### src/sbs_defs.svh
// constants for the sample burst serial master: fields, reset values, timing
`ifndef SBS_DEFS_SVH
`define SBS_DEFS_SVH
`define SBS_SETUP_RESET    8'h00
`define SBS_BIT_RATE       0
`define SBS_BIT_SIZE       1
`define SBS_BIT_GAP        2
`define SBS_SUBSET_LO      3
`define SBS_SUBSET_HI      4
`define SBS_BIT_POL        5
`define SBS_ENABLE_BIT     6
`define SBS_CLK_PERIOD_PS  4000
`define SBS_HALF_8M_PS     62500
`define SBS_HALF_4M_PS     125000
`define SBS_HALF_CYC(ps)   (((ps) + `SBS_CLK_PERIOD_PS - 1) / `SBS_CLK_PERIOD_PS)
`define SBS_GAP_CYCLES     7
`define SBS_WORDS          16
`define SBS_PKG_WIDE       32
`define SBS_PKG_NARROW     8
`define SBS_WAVE_LAST      6
`define SBS_POWER_FIRST    7
`define SBS_NEUTRAL_SLOT   6
`define SBS_REACTIVE_FIRST 13
`define SBS_FIFO_DEPTH     4
`endif

### src/sbs_pkg.sv
// types for the sample burst serial master
package sbs_pkg;
  typedef enum logic [1:0] {sbs_st_idle, sbs_st_shift, sbs_st_gap} sbs_state_t;
  typedef enum logic [1:0] {sbs_sub_all, sbs_sub_wave, sbs_sub_power, sbs_sub_rsvd} sbs_subset_t;
endpackage : sbs_pkg

### src/sbs_serial_master.sv
// sample burst serial master with its word fifo
// What this block does
// - port disabled after reset until enable set
// - enable write of 1 ignored while four-wire port active
// - words are 24-bit samples sign extended to 32
// - full burst order: waves, neutral, va, watt, var
// - missing neutral or reactive slots send zero
// - port is master, drives clock, select, data
// - rate bit: 0 gives 8 MHz, 1 gives 4 MHz
// - data changes on falling edge, slave samples rising
// - package 32 or 8 bits, msb first
// - gap bit inserts seven clock cycles between packages
// - no gap: bits back to back, size ignored
// - subset 00 all, 01 waves, 10 powers
// - subset 11 behaves as 00
// - subset 01 sends seven current and voltage words
// - subset 10 sends nine power words
// - polarity 0: select low while shifting, else high
// - polarity 1: select high while shifting, else low (high while disabled)
// - setup bits 7:6 have no effect
// - data and select pins high after reset
// - burst per sample tick, long bursts every other
`timescale 1ns/1ps
`include "sbs_defs.svh"

// ****************************************
// word fifo
// ****************************************
module sbs_fifo #(
  parameter int WIDTH = 33,
  parameter int DEPTH = 4
) (
  input  wire logic             clk_in,
  input  wire logic             reset_n_in,
  input  wire logic             flush_in,
  input  wire logic             in_valid_in,
  output logic                  in_ready_out,
  input  wire logic [WIDTH-1:0] in_data_in,
  output logic                  out_valid_out,
  input  wire logic             out_ready_in,
  output logic      [WIDTH-1:0] out_data_out
);
  localparam int AW = $clog2(DEPTH);
  logic [WIDTH-1:0] mem [DEPTH];
  logic [AW-1:0]    wr_ptr;
  logic [AW-1:0]    rd_ptr;
  logic [AW:0]      count;
  logic             push;
  logic             pop;

  assign in_ready_out  = (count != (AW+1)'(DEPTH));
  assign out_valid_out = (count != '0);
  assign out_data_out  = mem[rd_ptr];
  assign push          = in_valid_in && in_ready_out;
  assign pop           = out_valid_out && out_ready_in;

  always_ff @(posedge clk_in) begin
    if (push) begin
      mem[wr_ptr] <= in_data_in;
    end
  end

  always_ff @(posedge clk_in or negedge reset_n_in) begin
    if (!reset_n_in) begin
      wr_ptr <= '0;
      rd_ptr <= '0;
      count  <= '0;
    end else if (flush_in) begin
      wr_ptr <= '0;
      rd_ptr <= '0;
      count  <= '0;
    end else begin
      if (push) wr_ptr <= wr_ptr + 1'b1;
      if (pop) rd_ptr <= rd_ptr + 1'b1;
      count <= count + (AW+1)'(push) - (AW+1)'(pop);
    end
  end
endmodule : sbs_fifo

// ****************************************
// serial master
// ****************************************
module sbs_serial_master #(
  parameter bit HAS_NEUTRAL  = 1'b1,
  parameter bit HAS_REACTIVE = 1'b1
) (
  input  wire logic        clk_in,
  input  wire logic        reset_n_in,
  input  wire logic        setup_wr_in,
  input  wire logic [7:0]  setup_wdata_in,
  output logic      [7:0]  setup_rdata_out,
  input  wire logic        enable_wr_in,
  input  wire logic        enable_wdata_in,
  output logic             enable_rdata_out,
  input  wire logic        four_wire_active_in,
  input  wire logic        sample_tick_in,
  input  wire logic [23:0] phase_a_current_sample_in,
  input  wire logic [23:0] phase_a_voltage_sample_in,
  input  wire logic [23:0] phase_b_current_sample_in,
  input  wire logic [23:0] phase_b_voltage_sample_in,
  input  wire logic [23:0] phase_c_current_sample_in,
  input  wire logic [23:0] phase_c_voltage_sample_in,
  input  wire logic [23:0] neutral_current_sample_in,
  input  wire logic [23:0] phase_a_apparent_power_in,
  input  wire logic [23:0] phase_b_apparent_power_in,
  input  wire logic [23:0] phase_c_apparent_power_in,
  input  wire logic [23:0] phase_a_active_power_in,
  input  wire logic [23:0] phase_b_active_power_in,
  input  wire logic [23:0] phase_c_active_power_in,
  input  wire logic [23:0] phase_a_reactive_power_in,
  input  wire logic [23:0] phase_b_reactive_power_in,
  input  wire logic [23:0] phase_c_reactive_power_in,
  output logic             capture_serial_clock_out,
  output logic             capture_data_out,
  output logic             capture_select_out,
  output logic             burst_busy_out
);
  import sbs_pkg::*;

  localparam logic [5:0] HALF8  = 6'(`SBS_HALF_CYC(`SBS_HALF_8M_PS));
  localparam logic [5:0] HALF4  = 6'(`SBS_HALF_CYC(`SBS_HALF_4M_PS));
  localparam logic [3:0] W_LAST = 4'(`SBS_WORDS - 1);

  // ****************************************
  // setup and enable
  // ****************************************
  logic [5:0] setup;
  logic       enable;

  always_ff @(posedge clk_in or negedge reset_n_in) begin
    if (!reset_n_in) begin
      setup <= 6'(`SBS_SETUP_RESET);
    end else if (setup_wr_in) begin
      setup <= setup_wdata_in[5:0];
    end
  end

  always_ff @(posedge clk_in or negedge reset_n_in) begin
    if (!reset_n_in) begin
      enable <= 1'b0;
    end else if (enable_wr_in && !(enable_wdata_in && four_wire_active_in)) begin
      enable <= enable_wdata_in;
    end
  end

  assign setup_rdata_out  = {2'b00, setup};
  assign enable_rdata_out = enable;

  // ****************************************
  // snapshot and loader
  // ****************************************
  logic [23:0] live [`SBS_WORDS];
  logic [23:0] snap [`SBS_WORDS];
  logic [5:0]  cfg;
  logic        loading;
  logic [3:0]  load_idx;
  logic [3:0]  load_end;
  logic        busy;
  logic        start_burst;
  logic        zero_slot;
  logic [31:0] load_word;
  logic        f_in_ready;
  logic        f_out_valid;
  logic        f_pop;
  logic [32:0] f_out_data;
  sbs_subset_t subset;
  sbs_state_t  state;

  assign live[0]  = phase_a_current_sample_in;
  assign live[1]  = phase_a_voltage_sample_in;
  assign live[2]  = phase_b_current_sample_in;
  assign live[3]  = phase_b_voltage_sample_in;
  assign live[4]  = phase_c_current_sample_in;
  assign live[5]  = phase_c_voltage_sample_in;
  assign live[6]  = neutral_current_sample_in;
  assign live[7]  = phase_a_apparent_power_in;
  assign live[8]  = phase_b_apparent_power_in;
  assign live[9]  = phase_c_apparent_power_in;
  assign live[10] = phase_a_active_power_in;
  assign live[11] = phase_b_active_power_in;
  assign live[12] = phase_c_active_power_in;
  assign live[13] = phase_a_reactive_power_in;
  assign live[14] = phase_b_reactive_power_in;
  assign live[15] = phase_c_reactive_power_in;

  assign subset = sbs_subset_t'(setup[`SBS_SUBSET_HI:`SBS_SUBSET_LO]);
  // a tick while a long burst still runs is dropped, so it goes every other tick
  assign busy        = loading || (state != sbs_st_idle) || f_out_valid;
  assign start_burst = sample_tick_in && enable && !busy;
  assign burst_busy_out = busy;

  assign zero_slot = (!HAS_NEUTRAL && load_idx == 4'(`SBS_NEUTRAL_SLOT)) ||
                     (!HAS_REACTIVE && load_idx >= 4'(`SBS_REACTIVE_FIRST));
  assign load_word = zero_slot ? 32'h0000_0000 :
                     {{8{snap[load_idx][23]}}, snap[load_idx]};

  always_ff @(posedge clk_in) begin
    if (start_burst) begin
      snap <= live;
    end
  end

  always_ff @(posedge clk_in or negedge reset_n_in) begin
    if (!reset_n_in) begin
      cfg      <= 6'(`SBS_SETUP_RESET);
      loading  <= 1'b0;
      load_idx <= 4'h0;
      load_end <= 4'h0;
    end else if (!enable) begin
      loading <= 1'b0;
    end else if (start_burst) begin
      cfg     <= setup; // config frozen for the whole burst
      loading <= 1'b1;
      case (subset)
        sbs_sub_wave: begin
          load_idx <= 4'h0;
          load_end <= 4'(`SBS_WAVE_LAST);
        end
        sbs_sub_power: begin
          load_idx <= 4'(`SBS_POWER_FIRST);
          load_end <= W_LAST;
        end
        default: begin
          load_idx <= 4'h0;
          load_end <= W_LAST;
        end
      endcase
    end else if (loading && f_in_ready) begin
      if (load_idx == load_end) loading <= 1'b0;
      else load_idx <= load_idx + 1'b1;
    end
  end

  sbs_fifo #(
    .WIDTH (33),
    .DEPTH (`SBS_FIFO_DEPTH)
  ) u_fifo (
    .clk_in        (clk_in),
    .reset_n_in    (reset_n_in),
    .flush_in      (!enable),
    .in_valid_in   (loading),
    .in_ready_out  (f_in_ready),
    .in_data_in    ({load_idx == load_end, load_word}),
    .out_valid_out (f_out_valid),
    .out_ready_in  (f_pop),
    .out_data_out  (f_out_data)
  );

  // ****************************************
  // shifter
  // ****************************************
  logic [5:0]  half;
  logic [5:0]  hcnt;
  logic [5:0]  bit_cnt;
  logic [5:0]  pkg_cnt;
  logic [5:0]  pkg_last;
  logic [2:0]  gap_cnt;
  logic [31:0] shreg;
  logic        last_word;
  logic        sclk;
  logic        data_q;
  logic        tick;
  logic        stall;
  logic        tick_ok;
  logic        pol;

  assign half     = cfg[`SBS_BIT_RATE] ? HALF4 : HALF8;
  assign pkg_last = cfg[`SBS_BIT_SIZE] ? 6'(`SBS_PKG_NARROW - 1) : 6'(`SBS_PKG_WIDE - 1);
  assign tick     = (state != sbs_st_idle) && (hcnt == half - 6'd1);
  // wait on a late word instead of sending a stale bit
  assign stall    = sclk && (state == sbs_st_shift) && (bit_cnt == 6'd0) && !f_out_valid;
  assign tick_ok  = tick && !stall;
  assign f_pop    = tick_ok && sclk && (state == sbs_st_shift) && (bit_cnt == 6'd0);

  always_ff @(posedge clk_in or negedge reset_n_in) begin
    if (!reset_n_in) begin
      hcnt <= 6'd0;
    end else if (state == sbs_st_idle || tick_ok) begin
      hcnt <= 6'd0;
    end else if (!tick) begin
      hcnt <= hcnt + 6'd1;
    end
  end

  always_ff @(posedge clk_in or negedge reset_n_in) begin
    if (!reset_n_in) begin
      state     <= sbs_st_idle;
      sclk      <= 1'b1;
      data_q    <= 1'b1;
      shreg     <= 32'h0000_0000;
      bit_cnt   <= 6'd0;
      pkg_cnt   <= 6'd0;
      gap_cnt   <= 3'd0;
      last_word <= 1'b0;
    end else if (!enable) begin
      state  <= sbs_st_idle;
      sclk   <= 1'b1;
      data_q <= 1'b1;
    end else begin
      case (state)
        sbs_st_idle: begin
          sclk <= 1'b1;
          if (f_out_valid) begin
            state   <= sbs_st_shift;
            bit_cnt <= 6'd0;
            pkg_cnt <= 6'd0;
          end
        end
        sbs_st_shift: begin
          if (tick_ok && sclk) begin
            sclk <= 1'b0;
            if (bit_cnt == 6'd0) begin
              data_q    <= f_out_data[31];
              shreg     <= {f_out_data[30:0], 1'b0};
              last_word <= f_out_data[32];
              bit_cnt   <= 6'd31;
            end else begin
              data_q  <= shreg[31];
              shreg   <= {shreg[30:0], 1'b0};
              bit_cnt <= bit_cnt - 6'd1;
            end
          end else if (tick_ok) begin
            sclk <= 1'b1;
            if (bit_cnt == 6'd0 && last_word) begin
              state <= sbs_st_idle;
            end else if (cfg[`SBS_BIT_GAP] && pkg_cnt == pkg_last) begin
              state   <= sbs_st_gap;
              pkg_cnt <= 6'd0;
              gap_cnt <= 3'd0;
            end else begin
              // without gap the count only wraps and steers nothing
              pkg_cnt <= (pkg_cnt == pkg_last) ? 6'd0 : pkg_cnt + 6'd1;
            end
          end
        end
        sbs_st_gap: begin
          if (tick_ok) begin
            sclk <= !sclk;
            if (!sclk) begin
              if (gap_cnt == 3'(`SBS_GAP_CYCLES - 1)) state <= sbs_st_shift;
              else gap_cnt <= gap_cnt + 3'd1;
            end
          end
        end
        default: state <= sbs_st_idle;
      endcase
    end
  end

  // polarity follows the live bit at rest, the frozen one in a burst
  assign pol = (state == sbs_st_idle) ? setup[`SBS_BIT_POL] : cfg[`SBS_BIT_POL];
  assign capture_select_out = !enable ? 1'b1 :
                              (state == sbs_st_shift) ? pol : !pol;
  assign capture_serial_clock_out = sclk;
  assign capture_data_out         = data_q;
endmodule : sbs_serial_master

### config.mk
export PLATFORM = sky130hd
export DESIGN_NAME = sbs_serial_master
export DESIGN_NICKNAME = d
export VERILOG_FILES = /design/src/sbs_pkg.sv /design/src/sbs_serial_master.sv
export VERILOG_INCLUDE_DIRS = /design/src
export SDC_FILE = /design/constraint.sdc
export NUM_CORES = 1
export LEC_CHECK = 0
export ABC_CLOCK_PERIOD_IN_PS = 25500
export BUFFER_PORTS_ARGS = -buffer_cell sky130_fd_sc_hd__buf_4
export CORE_MARGIN = 2
export CORE_UTILIZATION = 48
export CTS_BUF_LIST = sky130_fd_sc_hd__clkbuf_16
export DETAILED_ROUTE_END_ITERATION = 12
export GPL_ROUTABILITY_DRIVEN = 0
export MAX_ROUTING_LAYER = met4
export PLACE_DENSITY_LB_ADDON = 0.2
export REMOVE_ABC_BUFFERS = 1
export SYNTH_ARGS = -nofsm -noshare
export SYNTH_HDL_FRONTEND = slang
export SYNTH_SLANG_ARGS = --single-unit
### constraint.sdc
create_clock -name clk_in -period 25.5 [get_ports clk_in]
set_input_delay 1.275 -clock clk_in [delete_from_list [all_inputs] [get_ports clk_in]]
set_output_delay 1.275 -clock clk_in [all_outputs]
set_load 0.02 [all_outputs]
==> results_tabular.tex <==
\begin{tabular}{lr}
\hline
Metric & Value \\
\hline
\multicolumn{2}{l}{\textbf{Status}} \\
\quad Outcome & complete, no violations \\
\multicolumn{2}{l}{\textbf{Drt}} \\
\quad Number of vias per cell after detailed routing & $\sim$5.4 \\
\quad Wirelength, routed & 50000 microns \\
\quad Number of vias in the routed layout & between 10000 and 15000 \\
\quad Drt first pass iters & 7 \\
\quad Routed wirelength normalized by instance count & $\sim$21 microns \\
\quad Residual DRC & 0 \\
\quad Starting DRC count in detailed routing & 850 \\
\quad Number of nets with antenna violations after routing & 0 \\
\multicolumn{2}{l}{\textbf{Worst setup path}} \\
\quad FF-to-FF path depth & 7 \\
\quad Required time of the worst setup path & roughly 26000 ps \\
\quad Kind of critical path & reg2reg \\
\quad Beginning of the critical path & state[0] \\
\quad Crit path max fanout & $\sim$130 \\
\quad Worst setup EP type & register \\
\quad Arrival time reported for the critical path endpoint & between 4000 and 5000 ps \\
\quad Startpoint kind of the worst setup timing path & register \\
\quad Reg-to-reg startpoint & state[0] \\
\multicolumn{2}{l}{\textbf{Synth}} \\
\quad Most common library cells after synthesis & edfxtp\_1, mux2i\_1, dfrtp\_1, mux4\_2, nand2\_1 \\
\quad Post-synthesis register bit count & about 570 \\
\quad EDFF count, synth & a little under 500 \\
\quad Synth warn & 0 \\
\quad Top cells by area in the synthesized netlist & edfxtp\_1, dfrtp\_1, mux4\_2, mux2i\_1, a221oi\_1 \\
\quad Post-synth cell types & between 60 and 70 \\
\quad Netlist area before placement & $\sim$22000 sq um \\
\quad Async set or reset register ratio after synthesis & 0.145 \\
\quad Most frequent cell after synthesis & edfxtp\_1 \\
\quad Mapped Cells & between 1000 and 1500 \\
\quad Cell type with the highest aggregate area in the netlist & edfxtp\_1 \\
\quad Synth top area share & 0.647 \\
\quad Mean cell area of the mapped netlist & around 18 sq um \\
\quad Post-synth top flop & edfxtp\_1 \\
\quad Sequential fraction of the synthesis area & 0.738 \\
\multicolumn{2}{l}{\textbf{Clock network}} \\
\quad Max Root-Sink Buffers & 3 \\
\quad Clock-pin slew on the worst setup and hold paths & $\sim$60 ps \\
\quad Post-CTS setup buffer count & 0 \\
\quad Post\_cts resized & 0 \\
\quad CTS root buffer & clkbuf\_16 \\
\quad Quantity of hold-fixing buffers added after cts & 0 \\
\quad H-Tree Depth & 2 \\
\quad CTS tree & done \\
\quad Worst-Skew Late Latency & slightly above 600 ps \\
\quad Number of clock buffers inserted by TritonCTS & 58 \\
\quad Number of clock sinks seen by CTS & 566 \\
\multicolumn{2}{l}{\textbf{Power and ir drop}} \\
\quad Power density over cell area & 103 nW/um\^{}2 \\
\quad Worst voltage drop across the vdd grid & $\sim$0.000083 V \\
\quad Leakage power figure & about 11 nW \\
\multicolumn{2}{l}{\textbf{Timing}} \\
\quad Final worst clock skew & 13.7 ps \\
\quad Final worst path period share & 0.178 \\
\quad Clock period minus worst slack & 4540 ps \\
\quad Slew at the pin closest to its max-slew limit & between 1000 and 1500 ps \\
\quad Number of max-slew violations in the final report & 0 \\
\quad Worst slew margin relative to its limit & 0.250 \\
\quad Final hold violation count & 0 \\
\quad Final setup violation count & 0 \\
\quad Highest attainable clock frequency & around 0.22 GHz \\
\quad Total negative setup slack & 0 ps \\
\quad Min setup slack post-route & $\sim$21000 ps \\
\quad Unrepaired setup endpoints after global routing & no \\
\multicolumn{2}{l}{\textbf{Cells and area}} \\
\quad Nets & between 2000 and 2500 \\
\quad Area added between synthesis and finish & 24.9\% \\
\quad Share of layout cells above drive strength 1 & 0.351 \\
\quad Number of fillers in the final layout & between 3000 and 4000 \\
\quad Number of non-filler instances in the completed layout & $\sim$2300 \\
\multicolumn{2}{l}{\textbf{Floorplanning}} \\
\quad Die X-Extent & 220 microns \\
\quad Overall die area & 48600 sq um \\
\quad Total I/O pin count & 412 \\
\quad Core Footprint & $\sim$46000 sq um \\
\quad Number of cell rows & slightly below 80 \\
\quad DIE HEIGHT & about 220 microns \\
\quad Initial Util & 0.485 \\
\multicolumn{2}{l}{\textbf{Global route}} \\
\quad Antenna violations before repair & 1 \\
\quad Vias in the first global route & $\sim$13000 \\
\quad Pin count of the biggest net entering global routing & 175 \\
\quad Overall Global Routing Usage & 0.212 \\
\quad First-pass GRT wire length & approximately 75000 microns \\
\quad Global route total overflow & 0 \\
\multicolumn{2}{l}{\textbf{Worst hold path}} \\
\quad Hold Crit Start & cfg[5] \\
\quad Hold Crit Depth & 2 \\
\quad Hold WC Path Type & reg2reg \\
\multicolumn{2}{l}{\textbf{Placed design}} \\
\quad Dpl ws & 20950 ps \\
\quad Number of I/O port buffers & approximately 410 \\
\quad DPL Wire Length & between 30000 and 40000 microns \\
\quad Number of cells in the design after placement & 2232 \\
\multicolumn{2}{l}{\textbf{Run}} \\
\quad Number of violations of the max-capacitance limit & 0 \\
\hline
\end{tabular}
[through the flow]
step	utilization	power, mW	hold WS [ps]	cell area [sq um]
after CTS	0.605	2.93	484	28100
after floorplan	-	1.91	446	22200
after detailed placement	0.565	2.10	470	26200
final	0.605	2.90	477	28100
after global routing	0.605	3.05	511	28100
after global placement	0.565	2.08	460	26200
[area by class of cell]
type	instances	area [sq um]	share of cell area
diodes	1	2.50	0.0000892
clock buffers	59	1480	0.0526
clock inverters	50	388	0.0138
inverters	21	86.3	0.00308
multi-input cells	615	5540	0.198
flip-flops and latches	566	16600	0.592
well taps	607	759	0.0271
repair buffers	423	3200	0.114
[power breakdown]
part           total, mW  leakage, nW  internal [mW]  switching (mW)
clock              0.828        0.968          0.479           0.350
sequential          1.31         5.52           1.23          0.0807
combinational      0.755         4.18          0.314           0.441
total               2.90         10.7           2.03           0.871
[cell usage in the layout (no fill, tap or decap), types with 3 or more instances in the layout]
master and count:
xor2_1 5, clkinv_2 11, edfxtp_1 484, nand2_1 67, dfrtp_1 75, a21oi_1 26, nand3_1 12, clkbuf_16 59
xnor2_1 8, nand4_1 3, nand3b_1 3, dfrtp_2 3, mux4_2 75, a221oi_1 46, nor2b_1 8, a31oi_1 6
or3_1 4, mux2_2 7, clkinv_1 15, mux2i_1 121, a21o_1 3, ha_1 17, inv_1 34, nor3_1 7
buf_4 421, and2_1 11, nor2_1 46, and3_1 8, o22a_1 3, bufinv_16 6, o21ai_0 65, a22oi_1 23
[critical path, stage by stage (launching register included)]
cell and delay (ps):
dfrtp_1 420, inv_1 100, ha_1 440, or4b_2 690, nor2_1 180, nand3_1 420
inv_8 730, buf_4 970
[registers in the layout (all words and copies together) (netlist names), 4 cells and up]
name and flops:
hcnt 6, setup 6, load_idx 4, shreg 31, snap 384, bit_cnt 6
cfg 4, u_fifo.mem 100, pkg_cnt 6
[final timing paths]
check	to	slack, ps
worst max register to register	snap[222]	20960
worst max-delay path	snap[222]	20960
worst min-delay path	cfg[5]	480
max in group asynchronous	load_idx[0]	23800
worst min register to register	cfg[5]	480
min in group asynchronous	pkg_cnt[4]	530
[cells by family after synthesis]
logic type,synth area share
adders and majority gates,0.0104
xor gates and xnor gates,0.00507
AOI/OAI and AO/OA,0.0567
muxes,0.133
other,0.000167
buffers and inverters,0.0162
DFF,0.738
and+or+nand+nor,0.0401
[layer usage]
metal / track usage / part of all wire / wire length [microns]
met1: 0.255 / 0.39 / 19600
met2: 0.354 / 0.52 / 26200
met3: 0.0416 / 0.048 / 2390
met4: 0.0857 / 0.036 / 1790
met5: - / 0 / 0
No activity file was read; power rests on OpenSTA's default activity.
